===== src/bwlm_pkg.sv =====
/*
  Shared constants and carrier types for the burst write lane mask block.
  Assumes the controller presents pins synchronous to clk, with edge pulses
  marking the positive and complementary input clock rises.
*/
package bwlm_pkg;

  localparam int DATA_W    = 36;
  localparam int LANE_W    = 9;
  localparam int LANES     = 4;
  localparam int ADDR_W    = 6;
  localparam int DEPTH     = 64;
  localparam int FIFO_DEPTH = 32;

  // Lane enables usable in each width configuration, and the active-low select value that enables no lane
  localparam logic [3:0] LANES_18 = 4'h3;
  localparam logic [3:0] LANES_36 = 4'hf;
  localparam logic [3:0] LANES_NONE_N = 4'hf;

  localparam logic [DATA_W-1:0] DATA_RST = 36'h0;
  localparam logic [ADDR_W-1:0] ADDR_RST = 6'h0;
  localparam logic [ADDR_W-1:0] ADDR_STEP = 6'h1;

  typedef enum logic [2:0] {
    BWLM_IDLE,
    BWLM_W_BEAT0,
    BWLM_W_BEAT1,
    BWLM_R_FETCH0,
    BWLM_R_FETCH1,
    BWLM_R_OUT0,
    BWLM_R_OUT1,
    BWLM_R_END
  } bwlm_state_e;

  // One burst beat on its way to the array
  typedef struct packed {
    logic [ADDR_W-1:0] addr;
    logic [DATA_W-1:0] data;
    logic [LANES-1:0]  lane_en;
  } bwlm_beat_s;

  localparam int BEAT_W = $bits(bwlm_beat_s);

endpackage


===== src/bwlm_fifo.sv =====
/*
  Parameterised synchronous FIFO with valid/ready on both sides.
  Assumes a single clock and an asynchronous active-low reset.
*/
`timescale 1ns/1ps
module bwlm_fifo #(
  parameter int WIDTH = 8,
  parameter int DEPTH = 32
) (
  input  wire logic             clk,
  input  wire logic             rst_n,
  input  wire logic [WIDTH-1:0] in_data,
  input  wire logic             in_valid,
  output logic                  in_ready,
  output logic      [WIDTH-1:0] out_data,
  output logic                  out_valid,
  input  wire logic             out_ready
);

  localparam int PTR_W = $clog2(DEPTH);

  logic [WIDTH-1:0] mem_r [DEPTH];
  logic [PTR_W-1:0] wr_ptr_r;
  logic [PTR_W-1:0] wr_ptr_nxt;
  logic [PTR_W-1:0] rd_ptr_r;
  logic [PTR_W-1:0] rd_ptr_nxt;
  logic [PTR_W:0]   count_r;
  logic [PTR_W:0]   count_nxt;
  logic             push;
  logic             pop;

  assign in_ready  = (count_r != (PTR_W+1)'(DEPTH));
  assign out_valid = (count_r != '0);
  assign out_data  = mem_r[rd_ptr_r];
  assign push      = in_valid && in_ready;
  assign pop       = out_valid && out_ready;

  always_comb
  begin
    wr_ptr_nxt = push ? wr_ptr_r + 1'b1 : wr_ptr_r;
    rd_ptr_nxt = pop ? rd_ptr_r + 1'b1 : rd_ptr_r;
    count_nxt  = count_r;
    if (push && !pop)
    begin
      count_nxt = count_r + 1'b1;
    end
    else if (pop && !push)
    begin
      count_nxt = count_r - 1'b1;
    end
  end

  always_ff @(posedge clk or negedge rst_n)
  begin
    if (!rst_n)
    begin
      wr_ptr_r <= '0;
      rd_ptr_r <= '0;
      count_r  <= '0;
    end
    else
    begin
      wr_ptr_r <= wr_ptr_nxt;
      rd_ptr_r <= rd_ptr_nxt;
      count_r  <= count_nxt;
    end
  end

  // Storage has no reset: contents are only read once counted in
  always_ff @(posedge clk)
  begin
    if (push)
    begin
      mem_r[wr_ptr_r] <= in_data;
    end
  end

endmodule


===== src/bwlm_core.sv =====
/*
  Device side of a two-word burst SRAM: command decode, per-beat lane
  masking on both input clock rises, a write FIFO and the array itself.
  Assumes k_rise and kb_rise are one-cycle pulses synchronous to clk,
  never together and at least four clk cycles apart.
*/
// Contract
// - In 18-bit mode, select 0 low and select 1 high writes bits 8..0 only.
// - In 18-bit mode, select 0 high and select 1 low writes bits 17..9 only.
// - In 18-bit mode, both selects low writes the whole 18-bit beat.
// - In 18-bit mode, both selects high stores nothing for that beat.
// - In 36-bit mode, all four selects low writes the whole 36-bit beat.
// - In 36-bit mode, each low select enables its own 9-bit lane and leaves the rest unaltered.
// - In 36-bit mode, all four selects high writes nothing for that beat.
// - Each beat uses the selects sampled at its own clock rise, which may differ between beats.
// - Write data is taken and read data launched on rises of both input clocks.
// - Beat 0 goes to the latched address and beat 1 to the next address.
// - After reset the device is deselected with its data outputs released.
`timescale 1ns/1ps
module bwlm_core (
  input  wire logic                          clk,
  input  wire logic                          rst_n,
  input  wire logic                          width_36,
  input  wire logic                          k_rise,
  input  wire logic                          kb_rise,
  input  wire logic                          load_select_n,
  input  wire logic                          rw_select_n,
  input  wire logic [bwlm_pkg::ADDR_W-1:0]   addr,
  input  wire logic [bwlm_pkg::DATA_W-1:0]   data_in,
  input  wire logic [bwlm_pkg::LANES-1:0]    lane_write_select_n,
  output logic      [bwlm_pkg::DATA_W-1:0]   data_out,
  output logic                               data_oe,
  output logic                               write_ready,
  output logic                               width_36_active
);

  bwlm_pkg::bwlm_state_e state_r;
  bwlm_pkg::bwlm_state_e state_nxt;

  logic [bwlm_pkg::ADDR_W-1:0] addr_r;
  logic [bwlm_pkg::ADDR_W-1:0] addr_nxt;
  logic [bwlm_pkg::DATA_W-1:0] word0_r;
  logic [bwlm_pkg::DATA_W-1:0] word0_nxt;
  logic [bwlm_pkg::DATA_W-1:0] dout_r;
  logic [bwlm_pkg::DATA_W-1:0] dout_nxt;
  logic                        oe_r;
  logic                        oe_nxt;
  logic                        cfg_done_r;
  logic                        cfg_done_nxt;
  logic                        cfg_wide_r;
  logic                        cfg_wide_nxt;

  logic [bwlm_pkg::LANES-1:0]  lane_avail;
  logic [bwlm_pkg::LANES-1:0]  lane_en;
  bwlm_pkg::bwlm_beat_s        beat_in;
  bwlm_pkg::bwlm_beat_s        beat_out;
  logic                        beat_push;
  logic                        fifo_ready;
  logic                        beat_valid;
  logic                        drain;
  logic                        rd_en;
  logic [bwlm_pkg::ADDR_W-1:0] rd_addr;

  logic [bwlm_pkg::DATA_W-1:0] array_r [bwlm_pkg::DEPTH];
  logic [bwlm_pkg::DATA_W-1:0] rd_q_r;

  // Width strap caught once, on the first edge after reset release
  always_comb
  begin
    cfg_done_nxt = 1'b1;
    cfg_wide_nxt = cfg_done_r ? cfg_wide_r : width_36;
  end

  always_ff @(posedge clk or negedge rst_n)
  begin
    if (!rst_n)
    begin
      cfg_done_r <= 1'b0;
      cfg_wide_r <= 1'b0;
    end
    else
    begin
      cfg_done_r <= cfg_done_nxt;
      cfg_wide_r <= cfg_wide_nxt;
    end
  end

  assign width_36_active = cfg_wide_r;

  // Active-low selects to per-lane enables; upper lanes dead in 18-bit mode
  assign lane_avail = cfg_wide_r ? bwlm_pkg::LANES_36 : bwlm_pkg::LANES_18;
  assign lane_en    = ~lane_write_select_n & lane_avail;

  // A beat with no lane enabled never reaches the array
  assign beat_push = (lane_en != '0) &&
                     (((state_r == bwlm_pkg::BWLM_W_BEAT0) && k_rise) ||
                      ((state_r == bwlm_pkg::BWLM_W_BEAT1) && kb_rise));

  always_comb
  begin
    beat_in.addr    = addr_r;
    beat_in.data    = data_in;
    beat_in.lane_en = lane_en;
    if (state_r == bwlm_pkg::BWLM_W_BEAT1)
    begin
      beat_in.addr = addr_r + bwlm_pkg::ADDR_STEP;
    end
  end

  // Controller must see write_ready high before issuing a write
  assign write_ready = fifo_ready;

  bwlm_fifo #(
    .WIDTH (bwlm_pkg::BEAT_W),
    .DEPTH (bwlm_pkg::FIFO_DEPTH)
  ) u_fifo (
    .clk       (clk),
    .rst_n     (rst_n),
    .in_data   (beat_in),
    .in_valid  (beat_push),
    .in_ready  (fifo_ready),
    .out_data  (beat_out),
    .out_valid (beat_valid),
    .out_ready (drain)
  );

  // Array reads win the single port; writes wait in the FIFO meanwhile
  assign rd_en   = (state_r == bwlm_pkg::BWLM_R_FETCH0) ||
                   (state_r == bwlm_pkg::BWLM_R_FETCH1);
  assign rd_addr = (state_r == bwlm_pkg::BWLM_R_FETCH1) ?
                   addr_r + bwlm_pkg::ADDR_STEP : addr_r;
  assign drain   = !rd_en;

  always_ff @(posedge clk)
  begin
    if (beat_valid && drain)
    begin
      for (int i = 0; i < bwlm_pkg::LANES; i++)
      begin
        if (beat_out.lane_en[i])
        begin
          array_r[beat_out.addr][i*bwlm_pkg::LANE_W +: bwlm_pkg::LANE_W] <=
            beat_out.data[i*bwlm_pkg::LANE_W +: bwlm_pkg::LANE_W];
        end
      end
    end
  end

  always_ff @(posedge clk or negedge rst_n)
  begin
    if (!rst_n)
    begin
      rd_q_r <= bwlm_pkg::DATA_RST;
    end
    else if (rd_en)
    begin
      rd_q_r <= array_r[rd_addr];
    end
  end

  // Command and burst sequencing
  always_comb
  begin
    state_nxt = state_r;
    addr_nxt  = addr_r;
    word0_nxt = word0_r;
    dout_nxt  = dout_r;
    oe_nxt    = oe_r;
    unique case (state_r)
      bwlm_pkg::BWLM_IDLE:
      begin
        if (k_rise && !load_select_n)
        begin
          addr_nxt  = addr;
          state_nxt = rw_select_n ? bwlm_pkg::BWLM_R_FETCH0
                                  : bwlm_pkg::BWLM_W_BEAT0;
        end
      end
      bwlm_pkg::BWLM_W_BEAT0:
      begin
        if (k_rise)
        begin
          state_nxt = bwlm_pkg::BWLM_W_BEAT1;
        end
      end
      bwlm_pkg::BWLM_W_BEAT1:
      begin
        if (kb_rise)
        begin
          state_nxt = bwlm_pkg::BWLM_IDLE;
        end
      end
      bwlm_pkg::BWLM_R_FETCH0:
      begin
        state_nxt = bwlm_pkg::BWLM_R_FETCH1;
      end
      bwlm_pkg::BWLM_R_FETCH1:
      begin
        word0_nxt = rd_q_r;
        state_nxt = bwlm_pkg::BWLM_R_OUT0;
      end
      bwlm_pkg::BWLM_R_OUT0:
      begin
        if (kb_rise)
        begin
          dout_nxt  = word0_r;
          oe_nxt    = 1'b1;
          state_nxt = bwlm_pkg::BWLM_R_OUT1;
        end
      end
      bwlm_pkg::BWLM_R_OUT1:
      begin
        if (k_rise)
        begin
          dout_nxt  = rd_q_r;
          state_nxt = bwlm_pkg::BWLM_R_END;
        end
      end
      bwlm_pkg::BWLM_R_END:
      begin
        if (kb_rise)
        begin
          oe_nxt    = 1'b0;
          state_nxt = bwlm_pkg::BWLM_IDLE;
        end
      end
    endcase
  end

  always_ff @(posedge clk or negedge rst_n)
  begin
    if (!rst_n)
    begin
      state_r <= bwlm_pkg::BWLM_IDLE;
      addr_r  <= bwlm_pkg::ADDR_RST;
      word0_r <= bwlm_pkg::DATA_RST;
      dout_r  <= bwlm_pkg::DATA_RST;
      oe_r    <= 1'b0;
    end
    else
    begin
      state_r <= state_nxt;
      addr_r  <= addr_nxt;
      word0_r <= word0_nxt;
      dout_r  <= dout_nxt;
      oe_r    <= oe_nxt;
    end
  end

  assign data_out = dout_r;
  assign data_oe  = oe_r;

endmodule


===== config.mk =====
export PLATFORM = sky130hd
export DESIGN_NAME = bwlm_core
export DESIGN_NICKNAME = d
export VERILOG_FILES = /design/src/bwlm_pkg.sv /design/src/bwlm_fifo.sv /design/src/bwlm_core.sv
export SDC_FILE = /design/constraint.sdc
export NUM_CORES = 2
export LEC_CHECK = 0
export ABC_CLOCK_PERIOD_IN_PS = 6950
export BUFFER_PORTS_ARGS = -buffer_cell sky130_fd_sc_hd__buf_2
export CORE_MARGIN = 2
export CORE_UTILIZATION = 55
export DETAILED_ROUTE_END_ITERATION = 8
export GPL_ROUTABILITY_DRIVEN = 1
export PLACE_DENSITY = 0.79
export SLEW_MARGIN = 0
export SYNTH_ARGS = -nofsm -noshare
export SYNTH_HDL_FRONTEND = slang
export SYNTH_SLANG_ARGS = --single-unit
export TNS_END_PERCENT = 5

===== constraint.sdc =====
create_clock -name clk -period 6.95 [get_ports clk]
set_input_delay 1.39 -clock clk [delete_from_list [all_inputs] [get_ports clk]]
set_output_delay 1.39 -clock clk [all_outputs]
set_load 0.01 [all_outputs]

==> flow_metrics.env <==
export IMPL_status="finished with violations"
export IMPL_violations="DRC"
export IMPL_max_stage_delay_ps=1310
export IMPL_crit_buf_inv=1
export IMPL_setup_worst_path_end_class="register"
export IMPL_crit_required_ps=7490
export IMPL_p_sw_mw=38.4
export IMPL_synth_nets=10400
export IMPL_synth_warnings=0
export IMPL_critical_path_class="reg2reg"
export IMPL_cts_root_buf="clkbuf_16"
export IMPL_clk_pin_slew_worst_paths_ps=60
export IMPL_wl_um=466000
export IMPL_p_leak_nw=58.9
export IMPL_seq_area_um2=117000
export IMPL_routedWlPerCell_um=32.1
export IMPL_clkSinkCount=3912
export IMPL_cts_tree="built"
export IMPL_arrival_ps=6710
export IMPL_ys_flop_type="edfxtp_1"
export IMPL_drc=2
export IMPL_antenna_found_initial=28
export IMPL_combPwrFrac=0.416
export IMPL_tightest_slew_ps=1440
export IMPL_hold_viol_final=0
export IMPL_area_growth_pct=10.7
export IMPL_final_cell_mix="3,776 x edfxtp_1, 1,042 x nand2_1, 928 x mux2i_1, 514 x mux4_2, 415 x a211oi_1"
export IMPL_htreeDepth=5
export IMPL_slew_viol_final=0
export IMPL_yosysUniqueCellTypes=77
export IMPL_num_rows=201
export IMPL_switching_share=0.405
export IMPL_ff2ff_path_depth=7
export IMPL_hold_path_class="reg2reg"
export IMPL_die_h_um=552
export IMPL_synth_edff_count=3776
export IMPL_port_buffers=91
export IMPL_rsz0062_at_grt="false"
export IMPL_hold_start="word0_r[7]$_DFFE_PN0P_"
export IMPL_p_int_mw=56.3
export IMPL_timing_hold_ws_ps=479
export IMPL_maxCapViolations=0
export IMPL_synthCells=10300
export IMPL_min_path_cells=2
export IMPL_nNetsFinal=10300
export IMPL_slew_headroom=0.0374
export IMPL_dieWidth_um=552
export IMPL_dp_hpwl_um=265000
export IMPL_p_seq_frac=0.362
export IMPL_cp_start_kind="register"
export IMPL_power_density_nw_per_um2=517
export IMPL_ys_ff_latch=3912
export IMPL_cts_buffers_inserted=385
export IMPL_viasPerCell=7.04
export IMPL_multi_input_area_um2=45900
export IMPL_postCtsHoldBufs=0
export IMPL_pin_count=92
export IMPL_r2r_start="u_fifo.rd_ptr_r[1]$_DFFE_PN0P_"
export IMPL_period_needed_ps=6160
export IMPL_path_cells="mux4_2 -> mux4_2 -> mux2i_1 -> nand2_1 -> inv_1 -> nand2_1 -> nor2_1"
export IMPL_slowest_stage="nor2_1"
export IMPL_grt_pass1_vias=101000
export IMPL_setup_tns_final_ps=0
export IMPL_avgSynthCellArea_um2=16.0
export IMPL_fillers=19900
export IMPL_start_util=0.552
export IMPL_clock_latency_ps=1030
export IMPL_r2r_end="array_r[22][19]$_DFFE_PP_"
export IMPL_place_congestion=0.919
export IMPL_holdPathEnd="word0_r[7]$_DFFE_PN0P_"
export IMPL_vias=102000
export IMPL_fin_util=0.611
export IMPL_min_period_over_period=0.886
export IMPL_drive_gt1_frac=0.149
export IMPL_grt_usage=0.298
export IMPL_initialDrtViolationCount=16100
export IMPL_mostFrequentLayoutCell="edfxtp_1"
export IMPL_die_area_um2=305000
export IMPL_cp_max_fo=65
export IMPL_critPathTopFamily="simple AND/OR/NAND/NOR gates"
export IMPL_mappedNetlistArea_um2=165000
export IMPL_pwr_share_clk=0.222
export IMPL_yosysSeqAreaShare=0.706
export IMPL_post_cts_buffers=0
export IMPL_cts_resized=0
export IMPL_coreArea_um2=300000
export IMPL_max_vdd_ir_drop_uv=612
export IMPL_drtPass1Iterations=9
export IMPL_grt_pass1_wl_um=678000
export IMPL_reg2reg_slack_ps=790
export IMPL_fmax_mhz=162
export IMPL_grt_max_degree=190
export IMPL_setup_viol=0
export IMPL_async_flop_share=0.0348
export IMPL_clock_skew_ps=131
export IMPL_clk_path_buf_depth=4
export IMPL_ant_nets=0
export IMPL_grt_overflow_total=0
-- layout make-up --
| type | instances | share of cell area |
|---|---|---|
| inverter | 21 | 0.000444 |
| sequential | 3912 | 0.638 |
| multi-input combinational | 5600 | 0.251 |
| timing repair buffer | 307 | 0.0147 |
| clock buffer | 458 | 0.0547 |
| antenna | 14 | 0.000191 |
| tap | 3958 | 0.0270 |
| clock inverter | 251 | 0.0141 |
-- cells by family (layout without fill, tap and decap cells) --
| group | after synthesis | after routing | synth area share |
|---|---|---|---|
| AO/OA/AOI/OAI | 1812 | 1812 | 0.0782 |
| XOR/XNOR | 22 | 22 | 0.00116 |
| adder cells (fa/ha/maj) | 12 | 12 | 0.000953 |
| buffers and inverters | 801 | 1037 | 0.0200 |
| flip-flops | 3912 | 3912 | 0.706 |
| multiplexers | 1511 | 1511 | 0.131 |
| other | 1 | 15 | 0.0000227 |
| AND/OR/NAND/NOR | 2242 | 2242 | 0.0625 |
-- routing by layer --
layer / up-vias / routed length [um] / GRT usage
li1: 41300 / - / -
met1: 51400 / 159000 / 0.380
met2: 7992 / 224000 / 0.485
met3: 1556 / 56200 / 0.0667
met4: 18 / 26600 / 0.148
met5: - / 233 / 0.00281
-- how the worst max path moves through the flow --
stage               depth (start not counted)                            from  slack [ps]                             to
floorplan                                   6          lane_write_select_n[2]        1470  u_fifo.mem_r[31][0]$_DFFE_PP_
global placement                            7  u_fifo.rd_ptr_r[0]$_DFFE_PN0P_        1370      array_r[22][24]$_DFFE_PP_
detailed placement                          7  u_fifo.rd_ptr_r[0]$_DFFE_PN0P_        1320      array_r[22][24]$_DFFE_PP_
CTS                                         7  u_fifo.rd_ptr_r[0]$_DFFE_PN0P_        1280      array_r[22][18]$_DFFE_PP_
global route                                7  u_fifo.rd_ptr_r[0]$_DFFE_PN0P_         980      array_r[22][25]$_DFFE_PP_
finish                                      7  u_fifo.rd_ptr_r[1]$_DFFE_PN0P_         790      array_r[22][19]$_DFFE_PP_
-- Yosys cell counts, types with 7 or more instances --
master	number	area (um2)
dfrtp_1	136	3400
a32o_1	29	290
nor3b_1	26	195
or4_1	56	420
and3_1	9	56.3
nor3_1	27	135
clkbuf_1	483	1810
o221ai_1	214	1870
a2bb2o_1	52	521
buf_1	107	402
edfxtp_1	3776	113000
nand2_1	1049	3940
nand3b_1	20	150
a31o_2	8	70.1
buf_2	173	866
xnor2_1	18	158
mux2_2	61	687
a41oi_1	26	228
inv_1	21	78.8
o41ai_1	26	228
a21oi_1	255	1280
nand3_1	279	1400
buf_6	7	78.8
o21ai_0	194	971
a221oi_1	52	455
nor2b_1	301	1880
a211oi_1	417	3130
a32oi_1	101	885
a211o_1	8	70.1
a2111oi_0	26	228
o2111ai_1	17	149
a31oi_1	64	400
mux4_2	514	11600
o31ai_1	46	345
o22ai_1	225	1410
nand4_1	69	432
or2_2	11	68.8
mux2i_1	932	9330
nor2_1	350	1310
nor4_1	12	75.1
buf_4	10	75.1
ha_1	11	138
o211ai_1	26	195
-- stage by stage --
stage	worst slack (ps)	instance area [um2]	cells	power (mW)
2_1_floorplan	1470	165000	10300	58.3
3_3_place_gp	1370	170000	13800	70.8
3_5_place_dp	1320	170000	13800	72.3
4_1_cts	1280	183000	14500	93.3
5_1_grt	975	183000	14500	96.9
6_report	789	183000	14500	94.7
-- registers in the layout, indices dropped and copies added (netlist names), 6 cells and up --
register,cells
addr_r,6
word0_r,36
rd_q_r,36
data_out,36
u_fifo.mem_r,1472
u_fifo.count_r,6
array_r,2304
-- tightest hold or removal path, stage by stage (launching register included) --
cell,delay [ps]
dfrtp_1,340
nand2_1,50
nand2_1,60
-- power groups by stage --
stage	clock (mW)	combinational, mW	sequential [mW]
3_5_place_dp	0	37.6	34.7
6_report	21.0	39.4	34.3
3_3_place_gp	0	36.3	34.6
5_1_grt	21.8	40.7	34.4
2_1_floorplan	0	24.5	33.8
4_1_cts	21.0	38.1	34.2
Note: power is estimated with default switching activity, not from simulation.
